===== src/core/hcd_defines.svh =====
// Constants for the Hall commutation decoder: gate patterns, table bases, reset values.
// Assumes nothing else; included by bare name from the package and design files.
`ifndef HCD_DEFINES_SVH
`define HCD_DEFINES_SVH

`define HCD_HALL_W 3
`define HCD_GATE_W 6
`define HCD_TABLE_DEPTH 12
`define HCD_TIMER_COUNT 3
`define HCD_GATE_BRAKE 6'h15
`define HCD_GATE_OFF 6'h00
`define HCD_HALL_RESET 3'h0
`define HCD_BUF_RESET 3'h0
`define HCD_FWD_BASE 4'h0
`define HCD_BWD_BASE 4'h6
`define HCD_IDX_BAD 3'h7
`define HCD_PRESCALE_W 7
`define HCD_PRESCALE_RESET 7'h00
`define HCD_COUNT_RESET 5'h00
`define HCD_SYNC_RESET 6'h00
`define HCD_TIMER_RESET 3'h0
`define HCD_LAST_TIMER 2'h2

`endif


===== src/core/hcd_pkg.sv =====
// Types and decode helpers shared by the Hall commutation decoder files.
// Assumes hcd_defines.svh is on the include path.
`include "hcd_defines.svh"

package hcd_pkg;

    typedef logic [`HCD_HALL_W-1:0] hcd_hall_t;
    typedef logic [`HCD_GATE_W-1:0] hcd_entry_t;
    typedef hcd_entry_t [`HCD_TABLE_DEPTH-1:0] hcd_table_t;

    // Bit order matches a table entry: bit5 is phase A top
    typedef struct packed {
        logic phase_a_top;
        logic phase_a_bottom;
        logic phase_b_top;
        logic phase_b_bottom;
        logic phase_c_top;
        logic phase_c_bottom;
    } hcd_gate_s;

    typedef struct packed {
        logic input_mode_select;
        logic filter_source_select;
        logic filter_enable;
        logic [2:0] filter_sample_rate_select;
        logic [4:0] filter_compare_count;
        logic sensor_120_select;
    } hcd_input_cfg_s;

    typedef struct packed {
        logic decoder_enable;
        logic rotation_direction;
        logic brake_force;
        logic protection_active;
        logic protection_brake_select;
        logic delay_mode_bit;
        logic [1:0] delay_timer_select;
    } hcd_drive_ctrl_s;

    typedef enum logic [2:0] {
        HCD_DLY_OFF = 3'h1,
        HCD_DLY_IDLE = 3'h2,
        HCD_DLY_RUN = 3'h4
    } hcd_dly_e;

    // Position of a Hall state in either table half, or the invalid code
    function automatic logic [2:0] hcd_hall_index(input hcd_hall_t s, input logic is120);
        logic [2:0] idx;
        idx = `HCD_IDX_BAD;
        if (is120) begin
            case (s)
                3'h4: idx = 3'h0;
                3'h6: idx = 3'h1;
                3'h2: idx = 3'h2;
                3'h3: idx = 3'h3;
                3'h1: idx = 3'h4;
                3'h5: idx = 3'h5;
                default: idx = `HCD_IDX_BAD;
            endcase
        end else begin
            case (s)
                3'h4: idx = 3'h0;
                3'h6: idx = 3'h1;
                3'h7: idx = 3'h2;
                3'h3: idx = 3'h3;
                3'h1: idx = 3'h4;
                3'h0: idx = 3'h5;
                default: idx = `HCD_IDX_BAD;
            endcase
        end
        return idx;
    endfunction

    function automatic logic [3:0] hcd_table_slot(input logic backward, input logic [2:0] idx);
        return (backward ? `HCD_BWD_BASE : `HCD_FWD_BASE) + {1'b0, idx};
    endfunction

endpackage


===== src/core/hcd_top.sv =====
// Hall commutation decoder: input select, noise filter, Hall delay and table decode.
// Assumes Hall pins are asynchronous and all configuration ports are on clk.
//
// Operation
// Mode bit high uses Hall pins from selected source, low uses software bits.
// Filter enable low bypasses the noise filter, high passes through it.
// A 3-bit field sets the filter sampling rate.
// A 5-bit count sets consecutive equal samples; delay is count times period.
// Delay mode bit resets low, disabling delay; high enables it.
// Delay circuit initialises only on a low-to-high delay mode transition.
// Delay mode low holds both state buffers at zero.
// Delay mode high lets hardware drive the chosen timer's run bit.
// A 2-bit field picks the timer that times the Hall delay.
// Software configures the chosen timer fully before enabling delay.
// Software loads tables, timer, delay mode, then decoder enable.
// Programmed delay must not exceed one Hall step.
// Enabled, no brake: direction 0 uses forward table, 1 backward.
// Forward entries 0 to 5 follow the listed Hall state order.
// Backward entries 6 to 11 follow the same Hall state order.
// Entry bits 5 to 0 drive A top, A bottom, B, C likewise.
// Brake forces 010101 regardless of anything else.
// Decoder disabled drives all six controls low.
// Invalid Hall states drive all controls low, even when enabled.
// A setting selects 60 or 120 degree sensor decoding everywhere.
// Protection forces brake when its select is 1, all-off when 0.
`timescale 1ns/1ps
`include "hcd_defines.svh"

module hcd_top (
    input wire logic clk,
    input wire logic reset,
    input wire hcd_pkg::hcd_hall_t hall_inputs,
    input wire hcd_pkg::hcd_hall_t hall_alt_inputs,
    input wire hcd_pkg::hcd_hall_t software_hall_bits,
    input wire hcd_pkg::hcd_input_cfg_s input_cfg,
    input wire hcd_pkg::hcd_drive_ctrl_s drive_ctrl,
    input wire hcd_pkg::hcd_table_t commutation_table_entries,
    input wire logic [`HCD_TIMER_COUNT-1:0] software_timer_run,
    input wire logic [`HCD_TIMER_COUNT-1:0] timer_compare_match,
    output logic [`HCD_TIMER_COUNT-1:0] timer_run_bit,
    output hcd_pkg::hcd_gate_s gate_controls,
    output hcd_pkg::hcd_hall_t delay_state_buffer_one,
    output hcd_pkg::hcd_hall_t delay_state_buffer_two,
    output logic hall_state_valid
);
    // Pin synchroniser: both pin groups ride one 6-bit chain
    logic [5:0] sync1_reg, sync1_next;
    logic [5:0] sync2_reg, sync2_next;
    logic [5:0] sync3_reg, sync3_next;
    logic [5:0] pins_reg, pins_next;
    hcd_pkg::hcd_hall_t pin_hall;
    hcd_pkg::hcd_hall_t filtered_hall;
    hcd_pkg::hcd_hall_t hall_sel;

    always_comb begin
        sync1_next = {hall_alt_inputs, hall_inputs};
        sync2_next = sync1_reg;
        sync3_next = sync2_reg;
        // A bit is accepted only once the last two stages agree
        pins_next = (sync3_reg & ~(sync2_reg ^ sync3_reg)) | (pins_reg & (sync2_reg ^ sync3_reg));
    end

    always_ff @(posedge clk) begin
        if (reset) begin
            sync1_reg <= `HCD_SYNC_RESET;
            sync2_reg <= `HCD_SYNC_RESET;
            sync3_reg <= `HCD_SYNC_RESET;
            pins_reg <= `HCD_SYNC_RESET;
        end else begin
            sync1_reg <= sync1_next;
            sync2_reg <= sync2_next;
            sync3_reg <= sync3_next;
            pins_reg <= pins_next;
        end
    end

    assign pin_hall = input_cfg.filter_source_select ? pins_reg[5:3] : pins_reg[2:0];

    hcd_noise_filter u_filter (
        .clk(clk),
        .reset(reset),
        .raw(pin_hall),
        .enable(input_cfg.filter_enable),
        .rate_select(input_cfg.filter_sample_rate_select),
        .compare_count(input_cfg.filter_compare_count),
        .filtered(filtered_hall)
    );

    // Software bits skip the filter: they are already clean
    assign hall_sel = input_cfg.input_mode_select ? filtered_hall : software_hall_bits;

    // Hall delay circuit
    hcd_pkg::hcd_dly_e dly_reg, dly_next;
    hcd_pkg::hcd_hall_t delay_state_buffer_one_reg, delay_state_buffer_one_next;
    hcd_pkg::hcd_hall_t delay_state_buffer_two_reg, delay_state_buffer_two_next;
    logic mode_prev_reg, mode_prev_next;
    logic [`HCD_TIMER_COUNT-1:0] run_reg, run_next;
    logic [1:0] timer_sel;
    logic mode_rise;
    logic match_sel;

    // Codes above the last timer fall onto the last timer
    assign timer_sel = (drive_ctrl.delay_timer_select > `HCD_LAST_TIMER) ?
        `HCD_LAST_TIMER : drive_ctrl.delay_timer_select;
    assign mode_rise = drive_ctrl.delay_mode_bit && !mode_prev_reg;
    assign match_sel = timer_compare_match[timer_sel];

    always_comb begin
        dly_next = dly_reg;
        delay_state_buffer_one_next = delay_state_buffer_one_reg;
        delay_state_buffer_two_next = delay_state_buffer_two_reg;
        mode_prev_next = drive_ctrl.delay_mode_bit;
        run_next = software_timer_run;
        if (!drive_ctrl.delay_mode_bit) begin
            dly_next = hcd_pkg::HCD_DLY_OFF;
            delay_state_buffer_one_next = `HCD_BUF_RESET;
            delay_state_buffer_two_next = `HCD_BUF_RESET;
        end else begin
            case (dly_reg)
                hcd_pkg::HCD_DLY_OFF: begin
                    // Setting the bit again without a low phase leaves the circuit in HCD_DLY_OFF
                    if (mode_rise) begin
                        dly_next = hcd_pkg::HCD_DLY_IDLE;
                        delay_state_buffer_one_next = hall_sel;
                        delay_state_buffer_two_next = hall_sel;
                    end
                end
                hcd_pkg::HCD_DLY_IDLE: begin
                    if (hall_sel != delay_state_buffer_one_reg) begin
                        dly_next = hcd_pkg::HCD_DLY_RUN;
                        delay_state_buffer_one_next = hall_sel;
                    end
                end
                hcd_pkg::HCD_DLY_RUN: begin
                    // A second edge inside one delay is a misuse; the newest state wins unless it lands in the match cycle, where buffer two keeps the older state
                    if (hall_sel != delay_state_buffer_one_reg) begin
                        delay_state_buffer_one_next = hall_sel;
                    end
                    if (match_sel) begin
                        dly_next = hcd_pkg::HCD_DLY_IDLE;
                        delay_state_buffer_two_next = delay_state_buffer_one_reg;
                    end
                end
                default: begin
                    dly_next = hcd_pkg::HCD_DLY_OFF;
                end
            endcase
            // The chosen run bit stays hardware-owned even before the first rising mode edge
            if (dly_next == hcd_pkg::HCD_DLY_RUN) begin
                run_next[timer_sel] = 1'b1;
            end else begin
                run_next[timer_sel] = 1'b0;
            end
        end
    end

    always_ff @(posedge clk) begin
        if (reset) begin
            dly_reg <= hcd_pkg::HCD_DLY_OFF;
            delay_state_buffer_one_reg <= `HCD_BUF_RESET;
            delay_state_buffer_two_reg <= `HCD_BUF_RESET;
            mode_prev_reg <= 1'b1;
            run_reg <= `HCD_TIMER_RESET;
        end else begin
            dly_reg <= dly_next;
            delay_state_buffer_one_reg <= delay_state_buffer_one_next;
            delay_state_buffer_two_reg <= delay_state_buffer_two_next;
            mode_prev_reg <= mode_prev_next;
            run_reg <= run_next;
        end
    end

    assign timer_run_bit = run_reg;
    assign delay_state_buffer_one = delay_state_buffer_one_reg;
    assign delay_state_buffer_two = delay_state_buffer_two_reg;

    // Commutation decode
    hcd_pkg::hcd_hall_t decode_state;
    logic [2:0] hall_idx;
    hcd_pkg::hcd_entry_t gate_reg, gate_next;
    logic valid_reg, valid_next;

    // Without delay the decoder sees the selected Hall state directly
    assign decode_state = drive_ctrl.delay_mode_bit ? delay_state_buffer_two_reg : hall_sel;
    assign hall_idx = hcd_pkg::hcd_hall_index(decode_state, input_cfg.sensor_120_select);

    always_comb begin
        valid_next = hall_idx != `HCD_IDX_BAD;
        gate_next = `HCD_GATE_OFF;
        if (drive_ctrl.brake_force) begin
            gate_next = `HCD_GATE_BRAKE;
        end else if (drive_ctrl.protection_active) begin
            gate_next = drive_ctrl.protection_brake_select ?
                `HCD_GATE_BRAKE : `HCD_GATE_OFF;
        end else if (hall_idx == `HCD_IDX_BAD) begin
            gate_next = `HCD_GATE_OFF;
        end else if (!drive_ctrl.decoder_enable) begin
            gate_next = `HCD_GATE_OFF;
        end else begin

            gate_next = commutation_table_entries[
                hcd_pkg::hcd_table_slot(drive_ctrl.rotation_direction, hall_idx)];
        end
    end

    always_ff @(posedge clk) begin
        if (reset) begin
            gate_reg <= `HCD_GATE_OFF;
            valid_reg <= 1'b0;
        end else begin
            gate_reg <= gate_next;
            valid_reg <= valid_next;
        end
    end

    assign gate_controls = hcd_pkg::hcd_gate_s'(gate_reg);
    assign hall_state_valid = valid_reg;
endmodule // hcd_top


===== src/core/hcd_noise_filter.sv =====
// Hall noise filter: samples at a selectable rate and accepts a state after N equal samples.
// Assumes its input is already synchronised to clk.
`timescale 1ns/1ps
`include "hcd_defines.svh"

module hcd_noise_filter (
    input wire logic clk,
    input wire logic reset,
    input wire hcd_pkg::hcd_hall_t raw,
    input wire logic enable,
    input wire logic [2:0] rate_select,
    input wire logic [4:0] compare_count,
    output hcd_pkg::hcd_hall_t filtered
);
    logic [`HCD_PRESCALE_W-1:0] prescale_reg, prescale_next;
    logic [4:0] count_reg, count_next;
    hcd_pkg::hcd_hall_t cand_reg, cand_next;
    hcd_pkg::hcd_hall_t out_reg, out_next;
    logic [`HCD_PRESCALE_W-1:0] mask;
    logic tick;
    logic [4:0] need;

    // Sample period is 2^rate_select clock cycles
    assign mask = `HCD_PRESCALE_W'((1 << rate_select) - 1);
    assign tick = (prescale_reg & mask) == mask;
    // A count of zero behaves as one comparison so the filter never locks up
    assign need = (compare_count == 5'h00) ? 5'h01 : compare_count;

    always_comb begin
        prescale_next = prescale_reg + 1'b1;
        count_next = count_reg;
        cand_next = cand_reg;
        out_next = out_reg;
        if (!enable) begin
            out_next = raw;
            cand_next = raw;
            count_next = `HCD_COUNT_RESET;
        end else if (tick) begin
            if (raw != cand_reg) begin
                cand_next = raw;
                count_next = `HCD_COUNT_RESET;
            end else if (count_reg + 5'h01 >= need) begin
                out_next = cand_reg;
            end else begin
                count_next = count_reg + 5'h01;
            end
        end
    end

    always_ff @(posedge clk) begin
        if (reset) begin
            prescale_reg <= `HCD_PRESCALE_RESET;
            count_reg <= `HCD_COUNT_RESET;
            cand_reg <= `HCD_HALL_RESET;
            out_reg <= `HCD_HALL_RESET;
        end else begin
            prescale_reg <= prescale_next;
            count_reg <= count_next;
            cand_reg <= cand_next;
            out_reg <= out_next;
        end
    end

    assign filtered = out_reg;
endmodule // hcd_noise_filter


===== config.mk =====
export PLATFORM = sky130hd
export DESIGN_NAME = hcd_top
export DESIGN_NICKNAME = d
export VERILOG_FILES = /design/src/core/hcd_pkg.sv /design/src/core/hcd_top.sv /design/src/core/hcd_noise_filter.sv
export VERILOG_INCLUDE_DIRS = /design/src /design/src/core
export SDC_FILE = /design/constraint.sdc
export NUM_CORES = 1
export LEC_CHECK = 0
export BUFFER_PORTS_ARGS = -buffer_cell sky130_fd_sc_hd__buf_2
export CORE_MARGIN = 8
export CORE_UTILIZATION = 52
export DETAILED_ROUTE_END_ITERATION = 10
export PLACE_DENSITY = 0.91
export SYNTH_ARGS = -nofsm -noshare
export SYNTH_HDL_FRONTEND = slang
export SYNTH_SLANG_ARGS = --single-unit

===== constraint.sdc =====
create_clock -name clk -period 3.7 [get_ports clk]
set_input_delay 0 -clock clk [delete_from_list [all_inputs] [get_ports clk]]
set_output_delay 0 -clock clk [all_outputs]
set_load 0.05 [all_outputs]

== After elaboration in Yosys (flattened, before gate mapping) ==
Index checks and enable logic that the tools add are counted.
Storage, ports and cells
  register bits: 62
  bits of input ports: 109
  output and inout port bits: 16
  logic and storage cells: 118
Operators by class
  add/subtract/negate cells: 4
  order comparisons: 5
  equal/unequal tests: 24
  shift-type cells: 1
  mux-type cells: 41
  bitwise gates (word level): 11
  reduce and logical (&&, ||, !) cells: 16
Operators with widths (number)
  $mux W3: 21
  $pmux W3 S6: 2
  $mux W5: 5
  $bmux W6 S4: 1
  $mux W6: 4
  $eq A3 B3 Y1 const B: 7
  $and A6 B6 Y6: 2
  $pmux W3 S2: 2
  $ne A2 B1 Y1 const B: 5
  $eq A3 B2 Y1 const B: 3
  $pmux W3 S3: 1
  $reduce_and A3 Y1: 3
  $reduce_or A2 Y1: 4
  $add A7 B1 Y7 const B: 1
  $and A7 B7 Y7: 1
  $eq A7 B7 Y1: 1
  $shl A1 B3 Y7 const A: 1
  $sub A7 B2 Y7 const B: 1
  $eq A3 B1 Y1 const B: 2
  $ne A2 B2 Y1 const B: 3
  $ne A3 B3 Y1: 2
  $not A6 Y6: 1
  $or A6 B6 Y6: 1
  $xor A6 B6 Y6: 1
  22 further kinds: 27

== Longest topological paths before layout ==
  depth after elaboration: 12
  gate-level depth with buffers: 14
  mapped depth without buffers: 13

== Modules after synthesis ==
Synthesis repeated with hierarchy kept, for this count alone.
Unflattened totals
  cells, all modules: 516
  area, all modules: 4160.2 um^2
Modules (own cells, without submodules)
  hcd_top: instances 1, cells an instance 393, area each 3103.0 um^2, seq. area each 880.8 um^2
  hcd_noise_filter: instances 1, cells an instance 123, area each 1057.3 um^2, seq. area each 360.3 um^2

== Least setup slack after synthesis ==
No wires, ideal clock.
  path kind: reg2reg
  start point: register delay_state_buffer_two_reg[2] (netlist: delay_state_buffer_two[2])
  end point: register gate_reg[4] (netlist: gate_controls[4])
  library setup time: 115 ps
  data arrival time: 3244 ps
  required time: 3585 ps
  setup slack: 341 ps
  cell stages (with the launch flop): 11
  buffers on the path: 1
  clock period less this slack: 3359 ps
  cells stage by stage: dfxtp_1 -> inv_1 -> mux4_2 -> a32oi_1 -> ha_1 -> inv_1 -> fa_1 -> clkbuf_1 -> nor2_1 -> a221o_1 -> a2111oi_0
Between the ends
  word-level cells in the longest chain between the ends: 11
  elaborated cells between the ends (all ways): 20
  classes of those cells: 1 x add/sub; 8 x eq/ne; 10 x mux; 1 x reduce/logical
Ends and longest elaborated chain
  start: declaration: line hcd_top.sv:95  | hcd_pkg::hcd_hall_t delay_state_buffer_two_reg, delay_state_buffer_two_next;
  start signal: assignment: line hcd_top.sv:161  | delay_state_buffer_two_reg <= `HCD_BUF_RESET;
  start signal: assignment: line hcd_top.sv:167  | delay_state_buffer_two_reg <= delay_state_buffer_two_next;
  $mux W3 *: line hcd_top.sv:184  | assign decode_state = drive_ctrl.delay_mode_bit ? delay_state_buffer_two_reg : hall_sel;
  $eq A3 B1 Y1, or another cell as far along: line hcd_pkg.sv:51, hcd_pkg.sv:61
  $pmux W3 S6, on equally long branches: line hcd_pkg.sv:61, hcd_pkg.sv:51
  $mux W3 *: line hcd_pkg.sv:50  | if (is120) begin
  $add A3 B3 Y4: line hcd_pkg.sv:75  | return (backward ? `HCD_BWD_BASE : `HCD_FWD_BASE) + {1'b0, idx};
  $bmux W6 S4: line hcd_top.sv:201  | gate_next = commutation_table_entries[
  $mux W6 (implied by the code): line hcd_top.sv:201
  $mux W6: line hcd_top.sv:197  | end else if (!drive_ctrl.decoder_enable) begin
  $mux W6 *: line hcd_top.sv:195  | end else if (hall_idx == `HCD_IDX_BAD) begin
  $mux W6 *: line hcd_top.sv:192  | end else if (drive_ctrl.protection_active) begin
  $mux W5 *: line hcd_top.sv:190  | if (drive_ctrl.brake_force) begin
  end signal: assignment: line hcd_top.sv:208  | gate_reg <= `HCD_GATE_OFF;
  end signal: assignment: line hcd_top.sv:211  | gate_reg <= gate_next;
  end: declaration: line hcd_top.sv:180  | hcd_pkg::hcd_entry_t gate_reg, gate_next;
Every way passes the cells marked *; elsewhere a longest branch is shown, timed or not. The select of a mux whose other input is x is not followed.
A chain may end at the register's enable or synchronous reset.

== Worst setup path in the final report ==
  start point: register delay_state_buffer_two_reg[2] (netlist: delay_state_buffer_two[2])
  end point: register gate_reg[2] (netlist: gate_controls[2])
Same word-level chain as after synthesis.

==> results.md <==
* Seq/Total Area, Yosys at 31.6%
* Post-Route Setup TNS at 0 ns
* Data required, critical path at 3.91 ns
* Core area at 7290 sq um
* DR pass1 iterations at 5
* Max incr delay on CP at about 0.54 ns
* Dpl hpwl at roughly 9 mm
* Die H at 103 um
* Fmax at 0.292 GHz
* CTS Buf Count at 9
* Via count at between 4000 and 5000
* Vias in the first global route at 4055
* Gr usage total at between 20% and 30%
* RR Startpoint: delay_state_buffer_two[2]$_SDFFE_PP0P_
* Tot Pwr at 1.83 mW
* Post-synth EDFFs at 0
* Fin util at around two thirds
* Share of the synthesized area in the top cell type at a little under a third
* Cells after Synth at 476
* DR iter-0 viols at between 300 and 400
* Die W at between 100 and 150 um
* Reg2Reg Depth at 11
* Cts hold-fix bufs at 14
* P_leak at approximately 2.2 nW
* RSZ-0062 raised after global routing: false
* Die area at 10600 sq um
* GPL Wtd Cong at ~0.92
* IO Count at ~130
* Pwr/cell area at approximately 370 nW/um^2
* Clk slew on worst S/H paths at 0.07 ns
* Fin nets at 724
* Post-synth ARST share at 0%
* Crit Reg-Reg Endpoint: gate_controls[2]$_SDFF_PP0_
* Max reg flops at 7
* H-tree Lvls at 3
* Initial Util at 53.9%
* Syn-to-layout area delta at 26.0%
* First-pass GRT wire length at just under 20 mm
* Synth Net Count at ~600
* Yosys cell types at between 60 and 70
* Rel. slew slack at about a third
* # Post-CTS Setup Buffers at 0
* Peak supply drop at 0.284 mV
* R2r setup slk at ~0.27 ns
* Top cells by area, synth: dfxtp_1, mux2i_1, nor2_1, nor2b_1, nand2_1
* Post-CTS sizing at 0
* Crit share post-route at slightly above 90%
* Cell area after synthesis at 3930 sq um
* Via density at 5.73
* Slew Viols, Final at 0
* Total Wirelength at ~12 mm
* Initial antenna violation count at 2
* IO buf count at 124
* CTS tree: built
* Worst-path cell chain: or2_2, mux4_2, a32oi_1, ha_1, o21ai_0, a211oi_1, a21oi_1, o221ai_1, a221oi_1, o31a_1, a2111oi_0
* Ys Warns at 0
* Largest net degree at the start of global routing at a little under 50
* Post-synth top area cell: dfxtp_1
* Root Driver: clkbuf_8
* Cell row count at 31
* DRT antenna net count at 0
* Grt total ovfl at 0
* Worst Path Arrival at approximately 3.6 ns
* Hold path depth at 4
* Yosys reg bits at between 60 and 70
* Worst-skew pair later-pin latency at about 0.35 ns
* Crit Path Max Fanout at 17
* Crit path kind: flip-flop to flip-flop
* Maximum clock path buffer count at 2
* Status: finished clean
* Hold endpoint: timer_run_bit[1]$_SDFF_PP0_
* Synth Flop Type: dfxtp_1
* Setup violators final at 0
* Final Skew at about 0.017 ns
* DR WL/cell at 17.2 um
* Share of cells above drive strength 1 at about 27%
* Tightest Hold Check Type: input port to flip-flop
* Fin crit period at around 3.4 ns
* Hold Crit Start: drive_ctrl[0]
* CP startpoint kind: flip-flop
* CP max stage cell: mux4_2
* Max-Cap Viols at 0
* Crit. Startpoint: delay_state_buffer_two[2]$_SDFFE_PP0P_
* Clock sinks at 62
* Final Hold Vio Count at 0
* Measured slew at the worst slew-check pin at between 0.9 and 1 ns
* CP endpoint kind: flip-flop
* Mapped Avg Cell Area at around 8.3 sq um
* Drt drc at 0
* Final-layout fill cell count at around 600
logic make-up (layout without fill, tap and decap cells):
logic type,after synthesis,in the layout,synth area share [%]
fa+ha+maj,10,10,3.37
mux,47,47,14.0
compound gates,121,121,20.6
simple gates,176,176,21.5
buf+inv,43,177,4.80
xor+xnor,17,17,4.26
other cells,0,2,0
flops,62,62,31.6
cell usage after synthesis (3+ instances only):
| library cell | n |
|---|---|
| o21ai_0 | 28 |
| o211ai_1 | 5 |
| a211oi_1 | 10 |
| nor3_1 | 13 |
| a22oi_1 | 7 |
| buf_6 | 3 |
| nand2_1 | 44 |
| clkbuf_1 | 19 |
| inv_1 | 16 |
| or2_2 | 3 |
| xor2_1 | 3 |
| and3_1 | 3 |
| dfxtp_1 | 62 |
| nor2b_1 | 29 |
| a221oi_1 | 6 |
| nor2_1 | 51 |
| nand3_1 | 13 |
| mux4_2 | 3 |
| xnor2_1 | 13 |
| a21o_1 | 3 |
| nand2b_1 | 8 |
| mux2i_1 | 38 |
| mux2_4 | 3 |
| a31oi_1 | 6 |
| a2111oi_0 | 3 |
| a21oi_1 | 29 |
| or3_1 | 3 |
| ha_1 | 9 |
final cells by class:
| class | count | area (sq um) | share of cell area, % |
|---|---|---|---|
| diodes | 2 | 5.00 | 0.101 |
| clock buffers | 10 | 128 | 2.58 |
| clock inverters | 6 | 86.3 | 1.74 |
| inverters | 17 | 63.8 | 1.29 |
| multi-input cells | 371 | 2500 | 50.5 |
| flip-flops and latches | 62 | 1240 | 25.0 |
| well taps | 99 | 124 | 2.50 |
| repair buffers | 144 | 806 | 16.3 |
cells in the final DEF (no fill, tap or decap), drive strengths merged, types with 5 or more instances in the layout:
master,synthesis,final
buf,7,130
dfxtp,62,62
nor2,51,51
nand2,44,44
mux2i,40,40
o21ai,31,31
a21oi,29,29
nor2b,29,29
inv,17,17
dlygate4sd3,0,14
xnor2,14,14
nand3,13,13
nor3,13,13
a211oi,10,10
clkbuf,19,10
ha,9,9
nand2b,8,8
a22oi,8,8
a31oi,6,6
a221oi,6,6
o211ai,5,5
worst max path at each step:
stage	to	slack, ns	cells past startpoint
after floorplan	gate_controls[4]$_SDFF_PP0_	0.34	10
after global placement	gate_controls[4]$_SDFF_PP0_	0.48	12
after detailed placement	gate_controls[4]$_SDFF_PP0_	0.30	12
after CTS	gate_controls[0]$_SDFF_PP0_	0.33	12
after global routing	gate_controls[4]$_SDFF_PP0_	0.06	12
final	gate_controls[2]$_SDFF_PP0_	0.27	11
per-stage QoR:
| step | setup slack, ns | cells | cell area [sq um] | hold WS (ns) |
|---|---|---|---|---|
| after floorplan | 0.341 | 476 | 3930 | 0.128 |
| after global placement | 0.481 | 679 | 4600 | 0.208 |
| after detailed placement | 0.298 | 679 | 4600 | 0.214 |
| after CTS | 0.335 | 709 | 4950 | 0.0449 |
| after global routing | 0.0587 | 711 | 4960 | 0.0981 |
| final | 0.274 | 711 | 4960 | 0.0490 |
where the power goes:
group / switching [mW] / leakage [nW] / internal [mW]
logic: 0.269 / 1.61 / 0.200
registers: 0.0133 / 0.506 / 0.690
clock network: 0.277 / 0.106 / 0.378
critical path: cells and delay by family, from the launching register on:
family          cells  cell delay (ns)
simple gates        1             0.30
fa+ha+maj           1             0.47
compound gates      8             1.62
mux                 1             0.54
flops               1             0.35
layer usage:
metal  GRT usage, %  wire length [um]  share of wire [%]
met5              0                 0                  0
met4           12.2               529                4.3
met3           6.28               938                7.7
met2           39.5              6050                 49
met1           25.7              4730                 39
No activity file was read; power rests on OpenSTA's default activity.
